$ cat src/pss_consts.svh
/*
 page register set selector: constants for offsets, field positions, reset values and counts.
 assumes inclusion by bare name from every file of the selector except the package.
*/
//
// Overview of operation
// - forty-eight base and descriptor registers form pairs, read together on one bus.
// - each privilege mode owns sixteen pairs, eight instruction, eight data space.
// - virtual address bits 15 to 13 pick one of eight pairs.
// - a lookup table indexed by microprogram state yields sixteen condition bits.
// - lookup bits 1 to 3 are decoded and registered on the timing-two pulse.
// - three mode flip-flops update at end of T1 of bus starts, drive chip selects.
// - console examine or deposit takes the mode from the console switch.
// - kernel data-in cycle forces kernel mode, status bits untouched.
// - previous-move execute cycle loads previous-mode status bits into mode flops.
// - otherwise current-mode bits select; supervisor or user need no kernel data-in.
// - per-mode space line high for instruction; data needs enable bit and no forcing.
// - instruction forcing flags register at end of T1 in bus starts.
// - console with the space switch set, fetch, float immediate and absolute address words force instruction space.
// - source modes 1 to 5 with source register 7 force instruction space.
// - write completing read-pause uses instruction space if the read did.
// - previous-move instruction-space destinations force instruction, except user-user move-from.
// - destination mode 1 or 2 with register 7, not previous-move, forces instruction.
// - without direct register access, mode flops drive both chip select groups.
// - without direct register access, pair bits come from address mux 15:13, plus an unbuffered fast copy.
// - lookup bit 4 with maintenance bit enables relocation in execute cycles.
`ifndef PSS_CONSTS_SVH
`define PSS_CONSTS_SVH

`define PSS_LUT_ABITS   8
`define PSS_LUT_DEPTH   256
`define PSS_PAIRS       48
`define PSS_MODES       3

// lookup output bit positions
`define PSS_LO_DSTM     4
`define PSS_LO_PREV     5
`define PSS_LO_KDATI    6
`define PSS_LO_BUS_START_CYCLE     7
`define PSS_LO_IFMTP    8
`define PSS_LO_IFETCH   9
`define PSS_LO_RPW      11
`define PSS_LO_CNSL     12
`define PSS_LO_SRCM     13
`define PSS_LO_DSTM12   14
`define PSS_LO_DSTM3    15
`define PSS_LO_FPIMM    16

// status word and instruction fields
`define PSS_PSW_CUR_HI  15
`define PSS_PSW_CUR_LO  14
`define PSS_PSW_PRV_HI  13
`define PSS_PSW_PRV_LO  12
`define PSS_IR_OPC15    15
`define PSS_IR_MFROM    7
`define PSS_IR_SRC_HI   8
`define PSS_IR_SRC_LO   6
`define PSS_IR_DMD_HI   5
`define PSS_IR_DMD_LO   3
`define PSS_IR_DST_HI   2
`define PSS_IR_DST_LO   0
`define PSS_REG_SEVEN   3'h7
`define PSS_DMODE_TWO   3'h2

// mode codes in the status word
`define PSS_CODE_KERNEL 2'h0
`define PSS_CODE_SUPER  2'h1
`define PSS_CODE_USER   2'h3

// reset values
`define PSS_RST_SEL3    3'h0
`define PSS_RST_DEC8    8'h00
`define PSS_RST_IDX6    6'h00

`endif

$ cat src/pss_pkg.sv
/*
 page register set selector: shared types.
 assumes nothing beyond a SystemVerilog compiler.
*/
package pss_pkg;
    typedef enum logic [2:0] {
        pss_mode_none   = 3'b000,
        pss_mode_kernel = 3'b001,
        pss_mode_super  = 3'b010,
        pss_mode_user   = 3'b100
    } pss_mode_t;
endpackage

$ cat src/pss_lut_if.sv
/*
 page register set selector: carrier between the selector and its lookup store.
 assumes pss_consts.svh is on the include path.
*/
`timescale 1ns/10ps
`default_nettype none
`include "pss_consts.svh"
interface pss_lut_if;
    logic [`PSS_LUT_ABITS-1:0] rd_addr;
    logic [16:1]               rd_data;
    logic                      wr_en;
    logic [`PSS_LUT_ABITS-1:0] wr_addr;
    logic [16:1]               wr_data;
    modport client (output rd_addr, output wr_en, output wr_addr, output wr_data, input rd_data);
    modport store  (input rd_addr, input wr_en, input wr_addr, input wr_data, output rd_data);
endinterface
`default_nettype wire

$ cat src/pss_lut_store.sv
/*
 page register set selector: condition lookup store, one word per microprogram state.
 assumes a single clock; contents are loaded through the write port before use.
*/
`timescale 1ns/10ps
`default_nettype none
`include "pss_consts.svh"
module pss_lut_store #(
    parameter int DEPTH = `PSS_LUT_DEPTH
) (
    input  wire logic clk,
    pss_lut_if.store  lut
);
    // every microprogram state needs a word of its own
    if (DEPTH != (1 << `PSS_LUT_ABITS)) begin : g_bad_depth
        $error("lookup depth must match the state address space");
    end

    logic [16:1] mem [DEPTH];

    // read data comes from a register: one cycle after the state address
    always_ff @(posedge clk) begin
        if (lut.wr_en) begin
            mem[lut.wr_addr] <= lut.wr_data;
        end
        lut.rd_data <= mem[lut.rd_addr];
    end
endmodule // pss_lut_store
`default_nettype wire

$ cat src/pss_selector.sv
/*
 page register set selector: picks the base/descriptor register pair for each bus cycle.
 assumes sequencer strobes and status inputs come from logic on clk; console switches are pins.
*/
`timescale 1ns/10ps
`default_nettype none
`include "pss_consts.svh"
module pss_selector #(
    parameter int PAIRS = `PSS_PAIRS
) (
    input  wire logic                      clk,
    input  wire logic                      rst_b,
    input  wire logic [`PSS_LUT_ABITS-1:0] ustate_addr,
    input  wire logic                      t1_end,
    input  wire logic                      t2_pulse,
    input  wire logic [15:0]               processor_status_word,
    input  wire logic [15:0]               instr_reg,
    input  wire logic                      previous_move_decode,
    input  wire logic [2:0]                bus_address_mux,
    input  wire logic [2:0]                dspace_en,
    input  wire logic                      reloc_en,
    input  wire logic                      maint_dst_en,
    input  wire logic                      direct_register_access,
    input  wire logic [2:0]                direct_cs,
    input  wire logic [2:0]                direct_pair,
    input  wire logic [2:0]                cnsl_mode_sw,
    input  wire logic                      cnsl_ispace_sw,
    input  wire logic                      lut_wr_en,
    input  wire logic [`PSS_LUT_ABITS-1:0] lut_wr_addr,
    input  wire logic [16:1]               lut_wr_data,
    output logic [2:0]                     page_base_cs,
    output logic [2:0]                     page_desc_cs,
    output logic [2:0]                     space_select_line,
    output logic [2:0]                     pair_select_bits,
    output logic [2:0]                     pair_select_fast,
    output logic [5:0]                     pair_index,
    output logic                           reloc_active,
    output logic [7:0]                     lookup_decode
);
    // chip selects and the pair index assume exactly three modes of sixteen pairs
    if (PAIRS != `PSS_MODES * 16) begin : g_bad_pairs
        $error("pair count must be sixteen per mode");
    end

    //--------------------------------------------------------------
    // helpers
    //--------------------------------------------------------------
    function automatic pss_pkg::pss_mode_t code_to_mode(input logic [1:0] code);
        case (code)
            `PSS_CODE_KERNEL: code_to_mode = pss_pkg::pss_mode_kernel;
            `PSS_CODE_SUPER:  code_to_mode = pss_pkg::pss_mode_super;
            `PSS_CODE_USER:   code_to_mode = pss_pkg::pss_mode_user;
            default:          code_to_mode = pss_pkg::pss_mode_none;
        endcase
    endfunction

    function automatic logic [1:0] mode_to_group(input logic [2:0] m);
        case (m)
            3'h2:    mode_to_group = 2'h1;
            3'h4:    mode_to_group = 2'h2;
            default: mode_to_group = 2'h0;
        endcase
    endfunction

    //--------------------------------------------------------------
    // lookup store and console pin synchronisers
    //--------------------------------------------------------------
    pss_lut_if lut ();
    assign lut.rd_addr = ustate_addr;
    assign lut.wr_en   = lut_wr_en;
    assign lut.wr_addr = lut_wr_addr;
    assign lut.wr_data = lut_wr_data;

    pss_lut_store #(.DEPTH(`PSS_LUT_DEPTH)) u_store (
        .clk (clk),
        .lut (lut)
    );

    logic [16:1] lo;
    assign lo = lut.rd_data;

    // console switches are asynchronous pins: two flops guard against metastability
    logic [3:0] cnsl_meta;
    logic [3:0] cnsl_sync;
    always_ff @(posedge clk or negedge rst_b) begin
        if (!rst_b) begin
            cnsl_meta <= 4'h0;
            cnsl_sync <= 4'h0;
        end else begin
            cnsl_meta <= {cnsl_ispace_sw, cnsl_mode_sw};
            cnsl_sync <= cnsl_meta;
        end
    end

    //--------------------------------------------------------------
    // decision logic
    //--------------------------------------------------------------
    logic       cur_user;
    logic       prv_user;
    logic       srcf7;
    logic       dstf7;
    logic       dstm2;
    logic       space_clk;
    logic       ispace_a;
    logic       ispace_b;
    logic [2:0] mode_q;
    logic       ispace_q;
    logic       dst_q;
    logic [7:0] dec_q;
    logic [2:0] next_mode;
    logic       next_ispace;
    logic       next_dst;
    logic [7:0] next_dec;

    assign cur_user  = processor_status_word[`PSS_PSW_CUR_HI:`PSS_PSW_CUR_LO] == `PSS_CODE_USER;
    assign prv_user  = processor_status_word[`PSS_PSW_PRV_HI:`PSS_PSW_PRV_LO] == `PSS_CODE_USER;
    assign srcf7     = instr_reg[`PSS_IR_SRC_HI:`PSS_IR_SRC_LO] == `PSS_REG_SEVEN;
    assign dstf7     = instr_reg[`PSS_IR_DST_HI:`PSS_IR_DST_LO] == `PSS_REG_SEVEN;
    assign dstm2     = instr_reg[`PSS_IR_DMD_HI:`PSS_IR_DMD_LO] == `PSS_DMODE_TWO;
    // update strobe: trailing edge of T1 in a bus start
    assign space_clk = t1_end & lo[`PSS_LO_BUS_START_CYCLE];

    always_comb begin
        ispace_a = (lo[`PSS_LO_CNSL] & cnsl_sync[3])
                 | lo[`PSS_LO_IFETCH]
                 | (lo[`PSS_LO_FPIMM] & dstm2 & dstf7)
                 | (lo[`PSS_LO_DSTM3] & dstf7);
        ispace_b = (lo[`PSS_LO_SRCM] & srcf7)
                 // read-pause write stays in the read's space
                 | (lo[`PSS_LO_RPW] & ispace_q)
                 | (lo[`PSS_LO_IFMTP] & previous_move_decode & ~instr_reg[`PSS_IR_OPC15]
                    & ~(~instr_reg[`PSS_IR_MFROM] & cur_user & prv_user))
                 // destination mode 1 or 2 with register seven
                 | (lo[`PSS_LO_DSTM12] & dstf7 & ~previous_move_decode);

        next_mode   = mode_q;
        next_ispace = ispace_q;
        next_dst    = dst_q;
        next_dec    = dec_q;
        if (space_clk) begin
            if (lo[`PSS_LO_CNSL]) begin
                next_mode = cnsl_sync[2:0];
            end else if (lo[`PSS_LO_KDATI]) begin
                next_mode = pss_pkg::pss_mode_kernel;
            end else if (lo[`PSS_LO_PREV]) begin
                next_mode = code_to_mode(processor_status_word[`PSS_PSW_PRV_HI:`PSS_PSW_PRV_LO]);
            end else begin
                next_mode = code_to_mode(processor_status_word[`PSS_PSW_CUR_HI:`PSS_PSW_CUR_LO]);
            end
            next_ispace = ispace_a | ispace_b;
            next_dst    = lo[`PSS_LO_DSTM];
        end
        if (t2_pulse) begin
            next_dec = 8'h01 << lo[3:1];
        end
    end

    always_ff @(posedge clk or negedge rst_b) begin
        if (!rst_b) begin
            mode_q   <= `PSS_RST_SEL3;
            ispace_q <= 1'b0;
            dst_q    <= 1'b0;
            dec_q    <= `PSS_RST_DEC8;
        end else begin
            mode_q   <= next_mode;
            ispace_q <= next_ispace;
            dst_q    <= next_dst;
            dec_q    <= next_dec;
        end
    end

    //--------------------------------------------------------------
    // select outputs
    //--------------------------------------------------------------
    logic [2:0] next_cs;
    logic [2:0] next_space;
    logic [2:0] next_pair;
    logic [5:0] next_index;
    logic       next_reloc;
    logic [2:0] space_data;

    // one data-space request per mode, enable gated by the forcing flag
    for (genvar m = 0; m < `PSS_MODES; m++) begin : g_space
        assign space_data[m] = dspace_en[m] & ~ispace_q;
    end

    always_comb begin
        // relocation input of the chip select multiplexers
        next_cs    = direct_register_access ? direct_cs : mode_q;
        // data space only when enabled and not forced
        next_space = ~space_data;
        // pair bits from the address mux
        next_pair  = direct_register_access ? direct_pair : bus_address_mux;
        // flat pair number: mode group, space, page
        next_index = {mode_to_group(mode_q), 4'h0} + {2'h0, ~next_space[mode_to_group(mode_q)], next_pair};
        // relocation in execute cycles under maintenance
        next_reloc = reloc_en | (maint_dst_en & dst_q);
    end

    always_ff @(posedge clk or negedge rst_b) begin
        if (!rst_b) begin
            page_base_cs      <= `PSS_RST_SEL3;
            page_desc_cs      <= `PSS_RST_SEL3;
            space_select_line <= `PSS_RST_SEL3;
            pair_select_bits  <= `PSS_RST_SEL3;
            pair_select_fast  <= `PSS_RST_SEL3;
            pair_index        <= `PSS_RST_IDX6;
            reloc_active      <= 1'b0;
            lookup_decode     <= `PSS_RST_DEC8;
        end else begin
            // extra register stage: every output comes from a flop, at one cycle of latency
            page_base_cs      <= next_cs;
            page_desc_cs      <= next_cs;
            space_select_line <= next_space;
            pair_select_bits  <= next_pair;
            pair_select_fast  <= next_pair;
            pair_index        <= next_index;
            reloc_active      <= next_reloc;
            lookup_decode     <= dec_q;
        end
    end
endmodule // pss_selector
`default_nettype wire

$ cat config.mk
export PLATFORM = sky130hd
export DESIGN_NAME = pss_selector
export DESIGN_NICKNAME = d
export VERILOG_FILES = /design/src/pss_pkg.sv /design/src/pss_lut_if.sv /design/src/pss_lut_store.sv /design/src/pss_selector.sv
export VERILOG_INCLUDE_DIRS = /design/src
export SDC_FILE = /design/constraint.sdc
export NUM_CORES = 2
export LEC_CHECK = 0
export BUFFER_PORTS_ARGS = -buffer_cell sky130_fd_sc_hd__buf_2
export CORE_UTILIZATION = 50
export DETAILED_ROUTE_END_ITERATION = 8
export PLACE_DENSITY = 0.74
export SKIP_LAST_GASP = 1
export SYNTH_ARGS = -nofsm -noshare
export SYNTH_HDL_FRONTEND = slang
export SYNTH_SLANG_ARGS = --single-unit
$ cat constraint.sdc
create_clock -name clk -period 3.6 [get_ports clk]
set_input_delay 0.72 -clock clk [delete_from_list [all_inputs] [get_ports clk]]
set_output_delay 0.72 -clock clk [all_outputs]
set_load 0.005 [all_outputs]
==> results.toml <==
[clock_network]
cts.sinks = 3897
clkSlewWorstSetupHoldPaths_ps = 60
cts-root-buf = "clkbuf_16"
cts_buffer_depth = 4
clk_latency_ps = 1010
cts_tree = "done"
numCtsBuffers = 387
cts_max_level = 5

[setup_path]
crit_top_cell = "buf_12"
cp.arrival_ps = 4240
crit_required_ps = 4360
cpMaxStageDelayCell = "o41ai_1"
crit_path_max_fanout = 17
crit_chain = "buf_8 > or2_4 > buf_12 > buf_12 > buf_4 > o221ai_1 > a21oi_1 > nor3_1 > o41ai_1 > a211oi_1"
worstSetupPathType = "in2reg"
cp-end-kind = "register"
worst_setup_path_start_kind = "input port"
max_stage_delay_ps = 1470

[sta]
max_freq_ghz = 0.287
hold_violations = 0
finalSetupViolCount = 0
worst_slack_ps = 120
holdWs_ps = 73.5
fin_crit_ps = 3480
clock_skew_ps = 56.8
rsz0062_at_grt = "no"
maxSlewHeadroom = -0.119
worst_slew_pin_slew_ps = 1660
slew_viol_final = 2
timing.final.crit_share = 0.967

[logic_synthesis]
syn-cell-area_sq_um = 150000
post_synth_xor_area_fraction = 0
synth_edf_count = 3840
seq_area_frac_synth = 0.778
ys_ff_latch = 3897
synth_cells = 6918
synth_simple_gate_area_share = 0.0163
async_reset_ff_frac = 0.0108
ys_warn_count = 0
synth_ff_type = "edfxtp_1"
synthMuxAreaShare = 0.153
synth_area_per_cell_sq_um = 21.7
syn_nets = 7007
synth_compound_area_frac = 0.0347
synthDistinctLibCells = 52
synth_top_family_by_area = "multiplexers"
synthAdderAreaFrac = 0

[grt]
grt_usage = 0.258
overflow = 0
grt_pass1_wl_mm = 556
grt_pass1_vias = 77300
grt_max_degree = 125
antenna_found_initial = 36

[placed_design]
placed_cell_area_sq_um = 160000
pre_cts_ws_ps = -751
place.gp.congestion = 0.900
portBuffers = 99
detailed_place_hpwl_mm = 237

[layout]
final_nets = 7878
drive_gt1_frac = 0.276
syn_to_final_growth_pct = 15.2
final_core_util = 0.580
fillCellCount = 20300
design_area_sq_um = 173000

[floorplanning]
initial_core_util = 0.504
rows = 200
die_x_um = 550
dieArea_sq_um = 302000
die_y_um = 550
core-area_sq_um = 298000
ioPinCount = 119

[routing]
wl_mm = 392
dr_total_vias = 77400
antenna_left = 0
dr.pass1.iters = 6
drt_iter0_drc = 11700
drt-vias-per-instance = 6.43
post_drt_wl_per_cell_um = 32.6
drc = 0

[hold_path]
worst_hold_path_type = "in2reg"

[power]
ir_drop_mv = 0.405
p_leak_uw = 0.0560
power_density_nw_per_um2 = 549

[outcome]
violations = "capacitance limit, slew limit"
run_status = "complete, but fails checks"

[run]
max_cap_viol_count = 1
-- sequential cells by signal (all words and copies together) (netlist names) --
name,cells
mode_q,3
dst_q,1
dec_q,8
pair_index,6
u_store.mem,3840
lookup_decode,8
u_store.lut.rd_data,15
ispace_q,1
cnsl_sync,4
cnsl_meta,4
page_desc_cs,3
space_select_line,3
reloc_active,1
-- per-stage QoR --
stage	TNS (ps)	power, uW	std cells
after detailed placement	-5220	56200	11300
final	0	94700	12000
after global routing	0	96900	12000
after floorplan	0	53600	6918
after CTS	0	94900	12000
after global placement	-6600	56100	11300
-- layout by cell type (no fill, tap or decap), types with 37 or more instances in the layout --
cell	count
clkbuf_1	65
a21oi_1	146
dfrtp_1	42
a211oi_1	59
clkbuf_16	394
bufinv_16	37
nand2_1	73
buf_12	105
buf_4	682
nor3_1	87
mux2i_1	516
mux4_2	783
o221ai_1	190
o22ai_1	136
clkinv_1	89
nor2_1	294
buf_2	79
edfxtp_1	3840
clkinv_2	75
-- synth_stat cells, types with 25 or more instances --
cell type	instances	area [sq um]
a211oi_1	59	443
a21oi_1	146	731
a221oi_1	34	298
a22o_1	31	272
buf_2	80	400
buf_4	45	338
buf_6	72	811
clkbuf_1	184	691
dfrtp_1	42	1050
edfxtp_1	3840	115000
mux2i_1	516	5160
mux4_2	783	17600
nand2_1	73	274
nand3_1	25	125
nor2_1	295	1110
nor3_1	87	435
o221ai_1	190	1660
o22ai_1	136	851
-- repair_timing --
item,4_1_cts,5_1_grt
hold buffers,20,0
resized for setup,0,0
setup buffers,0,0
endpoints found under the hold margin,62,0
-- logic make-up (layout without fill, tap and decap cells) --
kind of cell	count (synthesis)	count (layout)
AOI/OAI and AO/OA	716	716
buffers and inverters	435	1613
DFF	3897	3897
muxes	1312	1312
other	0	13
and+or+nand+nor	558	558
-- critical path: cells and delay by family --
family | cells | cell delay (ps)
AO/OA/AOI/OAI | 4 | 1990
buffers and inverters | 4 | 900
AND/OR/NAND/NOR | 2 | 570
-- area by class of cell --
class                      instances  area [sq um]  share of cell area
multi-input combinational       2586         30600               0.177
inverter                          14          61.3            0.000355
timing repair buffer             903          8070              0.0467
sequential                      3897        117000               0.676
clock buffer                     463         10200              0.0588
antenna                           13          32.5            0.000188
clock inverter                   233          2120              0.0123
tap                             3939          4930              0.0285
-- report_power, final --
group          internal [uW]  switching [uW]
sequential             50000             191
clock                  22700           16600
combinational           1940            3240
total                  74700           20100
-- path summary, 6_finish.rpt --
| kind | start | to | slack [ps] | cells after the start |
|---|---|---|---|---|
| worst max-delay path | ustate_addr[1] | u_store.lut.rd_data[7] | 120 | 10 |
| worst min-delay path | instr_reg[15] | ispace_q | 70 | 4 |
| worst max register to register | u_store.mem[104][6] | u_store.lut.rd_data[7] | 360 | 6 |
| worst min register to register | cnsl_meta[0] | cnsl_sync[0] | 350 | 0 |
| max in group asynchronous | rst_b | page_desc_cs[2] | 2600 | 2 |
| min in group asynchronous | rst_b | lookup_decode[3] | 400 | 2 |
-- metal layers --
layer / vias up / global-route usage / share of wire / wire length (um)
met5: - / 0 / 0.00042 / 164
li1: 31000 / - / - / -
met1: 40300 / 0.343 / 0.36 / 141000
met3: 847 / 0.0590 / 0.11 / 44300
met2: 5248 / 0.411 / 0.48 / 188000
met4: 26 / 0.113 / 0.046 / 18200
Power figures use the tool's default switching activity.
